### src/pmcd_pkg.sv
// Package: constants and types of the power management clock divider
// Summary of operation
// - Slow mode gives one tick per 1024 clocks
// - Select codes 00 mult, 10 one, 11 slow
// - Select resets 10; non-10 writes need 10
// - Bit 5 enables switchback, resets to zero
// - Switchback forces select 10 next clock; divide-by-one from the next slow cycle edge
// - Status bits 7:5 show level, zero idle
// - Levels 0-3 code 001-100, power-fail 101
// - Status bits 3:0 show serial unit activity
// - Crystal keeps running, only system clock divided
// - Signal timing in system cycles stays unchanged
// - All system-clocked functions slow by same factor
// - Direct moves between non-10 settings are ignored
// - Only acknowledged qualified interrupts cause switchback
// - Serial switchback on start edge or buffer load
package pmcd_pkg;

    // ************************************************
    // Register map and fields
    // ************************************************
    localparam int         AXI_AW      = 12;
    localparam logic [7:0] PMR_INDEX   = 8'hC4;
    localparam logic [7:0] STAT_INDEX  = 8'hC5;
    localparam logic [9:0] PMR_WORD    = {2'h0, PMR_INDEX};
    localparam logic [9:0] STAT_WORD   = {2'h0, STAT_INDEX};
    localparam int         DIV_HI_POS  = 7;
    localparam int         DIV_LO_POS  = 6;
    localparam int         FRE_POS     = 5;
    localparam int         LVL_HI_POS  = 7;
    localparam int         LVL_LO_POS  = 5;
    localparam int         P1_TX_POS   = 3;
    localparam int         P1_RX_POS   = 2;
    localparam int         P0_TX_POS   = 1;
    localparam int         P0_RX_POS   = 0;
    localparam logic [1:0] RESP_OKAY   = 2'h0;
    localparam logic [1:0] RESP_SLVERR = 2'h2;

    // ************************************************
    // Divider codes and timing
    // ************************************************
    typedef logic [1:0] pmcd_div_sel_type;
    localparam pmcd_div_sel_type DIV_XMUL = 2'h0;
    localparam pmcd_div_sel_type DIV_RSVD = 2'h1;
    localparam pmcd_div_sel_type DIV_ONE  = 2'h2;
    localparam pmcd_div_sel_type DIV_SLOW = 2'h3;
    localparam int               SLOW_RATIO = 1024;
    localparam int               CNT_W      = 10;
    localparam logic [CNT_W-1:0] CNT_MAX    = CNT_W'(SLOW_RATIO - 1);
    localparam int               IRQ_LEVELS = 5;
    localparam logic [2:0]       LVL_NONE   = 3'h0;
    localparam logic [2:0]       LVL_PFAIL  = 3'h5;
    localparam logic             FRE_RESET  = 1'h0;
    localparam logic [1:0]       RXD_IDLE   = 2'h3;

    // ************************************************
    // Types
    // ************************************************
    typedef struct packed {
        logic [1:0] rxd;
        logic [1:0] rx_en;
        logic [1:0] tx_load;
        logic [1:0] tx_active;
        logic [1:0] rx_active;
    } pmcd_serial_type;

    typedef enum logic [1:0] {
        WR_IDLE = 2'h1,
        WR_RESP = 2'h2
    } pmcd_wr_state_type;

    typedef struct packed {
        pmcd_wr_state_type wst;
        logic              awready;
        logic              wready;
        logic              aw_got;
        logic              w_got;
        logic [AXI_AW-1:0] awaddr;
        logic [7:0]        wdata;
        logic              wstrb0;
        logic              bvalid;
        logic [1:0]        bresp;
        logic              arready;
        logic              rvalid;
        logic [31:0]       rdata;
        logic [1:0]        rresp;
        pmcd_div_sel_type  div_sel;
        logic              fast_ret;
        logic              sb_pulse;
        logic [7:0]        status;
        logic [1:0]        rxd_prev;
    } pmcd_top_state_type;

    localparam pmcd_top_state_type TOP_RESET = '{
        wst: WR_IDLE, awready: 1'h1, wready: 1'h1, aw_got: 1'h0,
        w_got: 1'h0, awaddr: 12'h000, wdata: 8'h00, wstrb0: 1'h0,
        bvalid: 1'h0, bresp: RESP_OKAY, arready: 1'h1, rvalid: 1'h0,
        rdata: 32'h0000_0000, rresp: RESP_OKAY, div_sel: DIV_ONE,
        fast_ret: FRE_RESET, sb_pulse: 1'h0, status: 8'h00,
        rxd_prev: RXD_IDLE
    };

    typedef struct packed {
        logic [CNT_W-1:0] cnt;
        logic             slow;
        logic             tick;
    } pmcd_div_state_type;

    localparam pmcd_div_state_type DIV_RESET = '{
        cnt: 10'h000, slow: 1'h0, tick: 1'h0
    };

endpackage

### src/pmcd_sysclk_div.sv
// System cycle strobe generator dividing the crystal clock
`timescale 1ns/1ns
`default_nettype none
module pmcd_sysclk_div (
    // Clock, reset and enable
    input  wire logic                       clk,
    input  wire logic                       nrst,
    input  wire logic                       ce,
    // Divider select
    input  wire pmcd_pkg::pmcd_div_sel_type div_sel,
    // System cycle strobe and mode
    output logic                            tick,
    output logic                            slow
);
    import pmcd_pkg::*;

    pmcd_div_state_type q;
    pmcd_div_state_type d;
    logic               boundary;

    // ************************************************
    // Counter
    // ************************************************
    // Clock itself is never gated, only the strobe is divided
    assign boundary = (q.cnt == (q.slow ? CNT_MAX : '0));

    always_comb begin
        d = q;
        d.tick = 1'b0;
        if (boundary) begin
            // New ratio only at a cycle edge: no short cycle
            d.cnt  = '0;
            d.tick = 1'b1;
            d.slow = (div_sel == DIV_SLOW);
        end else begin
            d.cnt = q.cnt + CNT_W'(1);
        end
        if (!ce) begin
            d = q;
        end
    end

    always_ff @(posedge clk or negedge nrst) begin
        if (!nrst) begin
            q <= DIV_RESET;
        end else begin
            q <= d;
        end
    end

    assign tick = q.tick;
    assign slow = q.slow;

    // ************************************************
    // Checks
    // ************************************************
    fast_tick_a: assert property (
        @(posedge clk) disable iff (!nrst)
        (ce && !q.slow) |=> q.tick)
        else $error("divide-by-one missed a tick");

    slow_gap_a: assert property (
        @(posedge clk) disable iff (!nrst)
        (ce && q.slow && q.cnt != CNT_MAX) |=> !q.tick)
        else $error("slow mode tick too early");

    ratio_edge_a: assert property (
        @(posedge clk) disable iff (!nrst)
        $changed(q.slow) |-> (q.cnt == '0 && q.tick))
        else $error("ratio changed inside a cycle");

endmodule
`default_nettype wire

### src/pmcd_power_clock.sv
// Power management clock divider with register slave and status
//
// Implementation choice: register access over AXI4-Lite.
`timescale 1ns/1ns
`default_nettype none
module pmcd_power_clock (
    // Clock, reset and enable
    input  wire logic                       REF_CLK,
    input  wire logic                       NRST,
    input  wire logic                       CLK_EN,
    // Register write address
    input  wire logic [pmcd_pkg::AXI_AW-1:0] S_AXI_AWADDR,
    input  wire logic                       S_AXI_AWVALID,
    output logic                            S_AXI_AWREADY,
    // Register write data
    input  wire logic [31:0]                S_AXI_WDATA,
    input  wire logic [3:0]                 S_AXI_WSTRB,
    input  wire logic                       S_AXI_WVALID,
    output logic                            S_AXI_WREADY,
    // Register write response
    output logic [1:0]                      S_AXI_BRESP,
    output logic                            S_AXI_BVALID,
    input  wire logic                       S_AXI_BREADY,
    // Register read address
    input  wire logic [pmcd_pkg::AXI_AW-1:0] S_AXI_ARADDR,
    input  wire logic                       S_AXI_ARVALID,
    output logic                            S_AXI_ARREADY,
    // Register read data
    output logic [31:0]                     S_AXI_RDATA,
    output logic [1:0]                      S_AXI_RRESP,
    output logic                            S_AXI_RVALID,
    input  wire logic                       S_AXI_RREADY,
    // Interrupt controller
    input  wire logic                       IRQ_ACK,
    input  wire logic [4:0]                 IRQ_IN_SERVICE,
    // Serial ports
    input  wire pmcd_pkg::pmcd_serial_type  SERIAL,
    // System clock control
    output logic                            SYS_TICK,
    output logic                            SLOW_MODE,
    output logic [1:0]                      DIV_SELECT,
    output logic                            SWITCHBACK
);
    import pmcd_pkg::*;

    pmcd_top_state_type q;
    pmcd_top_state_type d;

    logic             wr_pmr;
    logic             wr_stat;
    logic             wr_hit;
    logic             rd_pmr;
    logic             rd_stat;
    logic             do_write;
    logic             pmr_wr;
    pmcd_div_sel_type new_sel;
    logic             sel_ok;
    logic [1:0]       rx_fall;
    logic [1:0]       port_ev;
    logic             sb_event;
    logic             sb_take;
    logic [2:0]       lvl_now;
    logic [7:0]       pmr_view;

    // ************************************************
    // Helpers
    // ************************************************
    // Highest level in service wins; code is level plus one
    function automatic logic [2:0] lvl_code(input logic [4:0] v);
        lvl_code = LVL_NONE;
        for (int i = 0; i < IRQ_LEVELS; i++) begin
            if (v[i]) begin
                lvl_code = 3'(i + 1);
            end
        end
    endfunction

    // ************************************************
    // Address decode
    // ************************************************
    assign wr_pmr  = (q.awaddr[AXI_AW-1:2] == PMR_WORD);
    assign wr_stat = (q.awaddr[AXI_AW-1:2] == STAT_WORD);
    assign wr_hit  = wr_pmr | wr_stat;
    assign rd_pmr  = (S_AXI_ARADDR[AXI_AW-1:2] == PMR_WORD);
    assign rd_stat = (S_AXI_ARADDR[AXI_AW-1:2] == STAT_WORD);

    assign do_write = q.aw_got & q.w_got & (q.wst == WR_IDLE);
    assign pmr_wr   = do_write & wr_pmr & q.wstrb0;
    assign new_sel  = q.wdata[DIV_HI_POS:DIV_LO_POS];
    // Any code may be written from 10, only 10 from elsewhere
    assign sel_ok   = (new_sel == DIV_ONE) || (q.div_sel == DIV_ONE);

    assign pmr_view = {q.div_sel, q.fast_ret, 5'h00};
    assign lvl_now  = lvl_code(IRQ_IN_SERVICE);

    // ************************************************
    // Switchback sources
    // ************************************************
    genvar gi;
    generate
        for (gi = 0; gi < 2; gi++) begin : g_port
            // Start bit edge; interrupt flags play no part
            assign rx_fall[gi] = q.rxd_prev[gi] & ~SERIAL.rxd[gi];
            assign port_ev[gi] = (rx_fall[gi] & SERIAL.rx_en[gi])
                               | SERIAL.tx_load[gi];
        end
    endgenerate

    // Acknowledge already means enabled and not blocked
    assign sb_event = IRQ_ACK | (|port_ev);
    assign sb_take  = q.fast_ret & sb_event;

    // ************************************************
    // Next state
    // ************************************************
    always_comb begin
        d = q;
        d.sb_pulse = 1'b0;

        // Address and data may arrive in either order
        if (S_AXI_AWVALID && q.awready) begin
            d.aw_got = 1'b1;
            d.awaddr = S_AXI_AWADDR;
        end
        if (S_AXI_WVALID && q.wready) begin
            d.w_got  = 1'b1;
            d.wdata  = S_AXI_WDATA[7:0];
            d.wstrb0 = S_AXI_WSTRB[0];
        end

        unique case (q.wst)
            WR_IDLE: begin
                if (do_write) begin
                    d.wst    = WR_RESP;
                    d.bvalid = 1'b1;
                    d.bresp  = wr_hit ? RESP_OKAY : RESP_SLVERR;
                    d.aw_got = 1'b0;
                    d.w_got  = 1'b0;
                end
            end
            WR_RESP: begin
                if (S_AXI_BREADY) begin
                    d.wst    = WR_IDLE;
                    d.bvalid = 1'b0;
                end
            end
        endcase
        d.awready = (d.wst == WR_IDLE) && !d.aw_got;
        d.wready  = (d.wst == WR_IDLE) && !d.w_got;

        // Status is read only; writes to it are dropped
        if (pmr_wr) begin
            d.fast_ret = q.wdata[FRE_POS];
            if (sel_ok) begin
                d.div_sel = new_sel;
            end
        end

        // Switchback beats a software write in the same cycle
        if (sb_take) begin
            d.div_sel  = DIV_ONE;
            d.sb_pulse = 1'b1;
        end

        // Read channel: one read outstanding
        if (S_AXI_ARVALID && q.arready) begin
            d.arready = 1'b0;
            d.rvalid  = 1'b1;
            d.rresp   = RESP_OKAY;
            if (rd_pmr) begin
                d.rdata = {24'h00_0000, pmr_view};
            end else if (rd_stat) begin
                d.rdata = {24'h00_0000, q.status};
            end else begin
                d.rdata = 32'h0000_0000;
                d.rresp = RESP_SLVERR;
            end
        end else if (q.rvalid && S_AXI_RREADY) begin
            d.rvalid  = 1'b0;
            d.arready = 1'b1;
        end

        // Snapshot lets software defer a slowdown
        d.status[LVL_HI_POS:LVL_LO_POS] = lvl_now;
        d.status[4]         = 1'b0;
        d.status[P1_TX_POS] = SERIAL.tx_active[1];
        d.status[P1_RX_POS] = SERIAL.rx_active[1];
        d.status[P0_TX_POS] = SERIAL.tx_active[0];
        d.status[P0_RX_POS] = SERIAL.rx_active[0];
        d.rxd_prev = SERIAL.rxd;

        if (!CLK_EN) begin
            d = q;
        end
    end

    always_ff @(posedge REF_CLK or negedge NRST) begin
        if (!NRST) begin
            q <= TOP_RESET;
        end else begin
            q <= d;
        end
    end

    // ************************************************
    // System cycle strobe
    // ************************************************
    // Timers, baud and watchdog run off SYS_TICK, so all
    // of them slow down together and keep cycle timing
    pmcd_sysclk_div u_div (
        .clk     (REF_CLK),
        .nrst    (NRST),
        .ce      (CLK_EN),
        .div_sel (q.div_sel),
        .tick    (SYS_TICK),
        .slow    (SLOW_MODE)
    );

    // ************************************************
    // Outputs
    // ************************************************
    assign S_AXI_AWREADY = q.awready;
    assign S_AXI_WREADY  = q.wready;
    assign S_AXI_BRESP   = q.bresp;
    assign S_AXI_BVALID  = q.bvalid;
    assign S_AXI_ARREADY = q.arready;
    assign S_AXI_RDATA   = q.rdata;
    assign S_AXI_RRESP   = q.rresp;
    assign S_AXI_RVALID  = q.rvalid;
    assign DIV_SELECT    = q.div_sel;
    assign SWITCHBACK    = q.sb_pulse;

    // ************************************************
    // Checks
    // ************************************************
    wr_accept_a: assert property (
        @(posedge REF_CLK) disable iff (!NRST)
        (CLK_EN && pmr_wr && sel_ok && !sb_take)
        |=> (DIV_SELECT == $past(new_sel)))
        else $error("legal select write not taken");

    sel_illegal_a: assert property (
        @(posedge REF_CLK) disable iff (!NRST)
        (CLK_EN && pmr_wr && !sel_ok && !sb_take)
        |=> $stable(DIV_SELECT))
        else $error("illegal select move taken");

    swb_off_a: assert property (
        @(posedge REF_CLK) disable iff (!NRST)
        (!q.fast_ret && !pmr_wr) |=> $stable(DIV_SELECT))
        else $error("select moved without write");

    swb_force_a: assert property (
        @(posedge REF_CLK) disable iff (!NRST)
        (CLK_EN && q.fast_ret && IRQ_ACK)
        |=> (DIV_SELECT == DIV_ONE) ##0 SWITCHBACK)
        else $error("interrupt switchback missed");

    rx_edge_a: assert property (
        @(posedge REF_CLK) disable iff (!NRST)
        (CLK_EN && q.fast_ret && SERIAL.rx_en[0]
         && q.rxd_prev[0] && !SERIAL.rxd[0])
        |=> (DIV_SELECT == DIV_ONE))
        else $error("receive edge switchback missed");

    lvl_pfail_a: assert property (
        @(posedge REF_CLK) disable iff (!NRST)
        (CLK_EN && IRQ_IN_SERVICE[4])
        |=> (q.status[LVL_HI_POS:LVL_LO_POS] == LVL_PFAIL))
        else $error("power-fail level code wrong");

    lvl_idle_a: assert property (
        @(posedge REF_CLK) disable iff (!NRST)
        (CLK_EN && IRQ_IN_SERVICE == 5'h00)
        |=> (q.status[LVL_HI_POS:LVL_LO_POS] == LVL_NONE))
        else $error("idle level not zero");

    act_bits_a: assert property (
        @(posedge REF_CLK) disable iff (!NRST)
        CLK_EN |=> (({q.status[P1_TX_POS], q.status[P0_TX_POS]}
            == $past(SERIAL.tx_active))
         && ({q.status[P1_RX_POS], q.status[P0_RX_POS]}
            == $past(SERIAL.rx_active))))
        else $error("activity bits wrong");

endmodule
`default_nettype wire

### config.mk
export PLATFORM = sky130hd
export DESIGN_NAME = pmcd_power_clock
export DESIGN_NICKNAME = d
export VERILOG_FILES = /design/src/pmcd_pkg.sv /design/src/pmcd_sysclk_div.sv /design/src/pmcd_power_clock.sv
export SDC_FILE = /design/constraint.sdc
export NUM_CORES = 1
export LEC_CHECK = 0
export BUFFER_PORTS_ARGS = -buffer_cell sky130_fd_sc_hd__buf_2
export CAP_MARGIN = 20
export CELL_PAD_IN_SITES_DETAIL_PLACEMENT = 0
export CELL_PAD_IN_SITES_GLOBAL_PLACEMENT = 1
export CORE_ASPECT_RATIO = 0.9
export CORE_MARGIN = 1.5
export CORE_UTILIZATION = 32
export CTS_BUF_LIST = sky130_fd_sc_hd__clkbuf_4 sky130_fd_sc_hd__clkbuf_8
export DETAILED_ROUTE_END_ITERATION = 16
export MAX_ROUTING_LAYER = met4
export PLACE_DENSITY_LB_ADDON = 0.12
export SLEW_MARGIN = 30
export SYNTH_ARGS = -nofsm -noshare
export SYNTH_HDL_FRONTEND = slang
export SYNTH_SLANG_ARGS = --single-unit
### constraint.sdc
create_clock -name REF_CLK -period 1.6 [get_ports REF_CLK]
set_clock_uncertainty 0.15 [all_clocks]
set_input_delay 0.08 -clock REF_CLK [delete_from_list [all_inputs] [get_ports REF_CLK]]
set_output_delay 0.08 -clock REF_CLK [all_outputs]
set_load 0.01 [all_outputs]
==> impl_metrics.csv <==
group,metric,value,unit
run_status,run_status,"finished with violations",
run_status,violations,"negative hold slack, negative setup slack",
clock_tree,cts_root_buf,"clkbuf_8",
yosys,post_synth_num_cell_types,48,
global_route,pin_count_of_the_biggest_net_entering_global_routing,41,
routing,drcViolationCount,0,
timing,worst_slack,-85.0,ps
floorplan,die_height,92.2,um
yosys,yosysWarnings,0,
timing,rsz0062_at_grt,"true",
routing,routed-via-count,2264,
yosys,syn-mean-instance-area,10.8,um^2
yosys,synth_top_area_share,44.2,%
layout,final_common_cell,"buf_2",
routing,drt_iter0_drc,74,
global_route,grt_first_pass_wirelength,10500,um
worst_hold_path,hold_class,"in -> reg",
floorplan,die_w,102,um
timing,hold_violations,1,
critical_path,ff2ff_setup_slack,-80,ps
yosys,synth.ff_latch_count,57,
floorplan,placeableCoreArea,0.00857,mm^2
critical_path,critical_path.endpoint_type,"flip-flop",
timing,finalCriticalPeriod,1680,ps
critical_path,timing_worst_setup_path_type,"reg -> reg",
layout,layout-drive-gt1-share,41.5,%
yosys,ys_dominant_reg_cell,"dfrtp_1",
global_route,overflow,0,
placement,finalWeightedCongestion,0.763,
yosys,post_synth_inst_count,262,
clock_tree,htree_num_levels,3,
routing,totalWireLength,6550,um
layout,area_growth_syn_to_layout,40.5,%
clock_tree,clock_tree_from_tritoncts,"yes",
layout,layout.cells.most_common_list,"buf_2, dfrtp_1, dlygate4sd3_1, buf_4, conb_1",
routing,routed_via_density,4.40,
floorplan,floorplan.die_area,0.00942,mm^2
timing,clock.fmax,593,MHz
timing,drv_slew,0,
critical_path,crit_path_cell_trace,"nor4bb_2 > buf_4 > nand4_1 > nor2_1 > nand3_1 > o22a_1",
floorplan,floorplan.rows,32,
critical_path,slowest_delay,380,ps
clock_tree,cts.sinks,57,
layout,fin_util,46.4,%
global_route,via_count_of_the_first_global_routing_pass,2213,
routing,route.detailed.wl_per_inst,12.7,um
yosys,yosys-top-cells-area,"dfrtp_1, buf_4, mux2_2, dfstp_2, nor2_1",
yosys,async_reset_ff_share,100,%
critical_path,worstPathRequired,1710,ps
pwr,power,0.00356,W
routing,ant_nets,0,
critical_path,worst_path_dominant_cell_family,"simple AND/OR/NAND/NOR gates",
placement,placement.io_buffers,66,
layout,design.final.nets,476,
yosys,edff_count_synth,0,
critical_path,crit_buf_inv,1,
yosys,synth.yosys.seq_area_share,50.7,%
timing,layout_worst_path_cycle_share,105,%
routing,drt_pre_antenna_iters,4,
job,cap_violations,0,
pwr,static_leakage,1.97,nW
timing,finalSetupViolCount,3,
global_route,grt_antenna_before_repair,0,
floorplan,boundaryPins,130,
floorplan,initial_core_utilization,33.0,%
layout,num_antenna_cells,0,
clock_tree,clk_pin_slew_worst_paths,60,ps
global_route,grtUsageTotal,15.0,%
critical_path,worst-endpoint-arrival,1800,ps
timing,tns,-204,ps
timing,hold-worst-slack,-0.330,ps
critical_path,timing.critical_path.slowest_stage_cell,"dfrtp_1",
layout,filler_cell_count,860,
yosys,synth_area,0.00283,mm^2
yosys,synth_top_area_cell,"dfrtp_1",
placement,dp_hpwl,4500,um
pwr,cellPowerDensity,896,mW/mm^2
clock_tree,clock_path_buffers,2,
pwr,power.ir.vdd_worst,0.396,mV
clock_tree,cts_inserted_buffers,9,
critical_path,critPathLaunchType,"flip-flop",
clock_tree,clk-insertion-delay-late,330,ps
critical_path,worstPathMaxFanout,2,
-- cells by family after synthesis --
family          after synthesis  synth area share (%)
flops                        57                  50.7
mux                          27                  10.6
compound gates               42                  9.37
buf+inv                      58                  12.9
other cells                   1                 0.132
simple gates                 69                  13.8
fa+ha+maj                     1                 0.442
xor+xnor                      7                  2.17
-- flip-flops by register name, summed over array words and instances (netlist names), 2 cells and up --
register,flops
DIV_SELECT,2
S_AXI_RDATA,7
new_sel,2
q,25
u_div.q,10
-- power by group --
group | internal (W) | total (W) | switching [W]
sequential | 0.00155 | 0.00166 | 0.000106
combinational | 0.000314 | 0.000551 | 0.000237
clock | 0.000807 | 0.00136 | 0.000549
-- stage by stage --
step	hold WS [ps]	area (um^2)	std cells	worst slack (ps)
global route	3.00	3980	514	-167
CTS	0.817	3890	509	-104
global placement	-98.3	3320	457	-112
floorplan	-366	2930	288	25.0
finish	-0.330	3980	514	-85.0
detailed placement	-105	3320	457	-97.2
-- path summary, 6_finish.rpt --
| kind | startpoint | endpoint | depth (start not counted) |
|---|---|---|---|
| worst max register to register | q[69] | DIV_SELECT[1] | 6 |
| min in group asynchronous | NRST | q[73] | 2 |
| worst max-delay path | q[69] | DIV_SELECT[1] | 6 |
| worst min register to register | S_AXI_RDATA[6] | S_AXI_RDATA[6] | 2 |
| max in group asynchronous | NRST | S_AXI_AWREADY | 3 |
| worst min-delay path | CLK_EN | u_div.q[3] | 2 |
-- cell usage after synthesis, types with 2 or more instances --
master and n:
dfrtp_1 50, buf_4 38, mux2_2 23, nor2_1 17
nand2_1 16, inv_1 15, a21oi_1 12, o21ai_0 11
dfstp_2 7, nand3_1 7, a22o_1 4, a31oi_1 4
mux2i_1 4, nand4_1 4, nor3_1 4, xnor2_1 4
buf_2 3, nor4_1 3, nor4bb_1 3, xor2_1 3
and3_1 2, nand2b_1 2
-- cell type report --
type / count / area (um^2) / area share [%]
flip-flops and latches: 57 / 1440 / 36.2
multi-input cells: 173 / 1180 / 29.7
repair buffers: 135 / 953 / 24.0
clock buffers: 12 / 159 / 3.99
well taps: 119 / 149 / 3.74
inverters: 15 / 56.3 / 1.42
clock inverters: 3 / 40.0 / 1.01
-- metal layers --
layer	up-vias	track usage, %	part of all wire (%)	wire length [um]
met2	59	22.0	48	3170
met1	1090	19.7	45	2970
met5	-	-	0	0
met3	7	5.03	4.7	311
met4	0	4.34	1.4	92
li1	1108	-	-	-
-- repair_timing --
action | in CTS | in global routing
pin swaps | 0 | 10
setup buffers | 0 | 5
endpoints found under the setup margin | 3 | 14
hold endpoints to repair | 87 | 0
gates resized for setup | 1 | 17
hold buffers | 37 | 0
(Power assumes the default switching activity.)
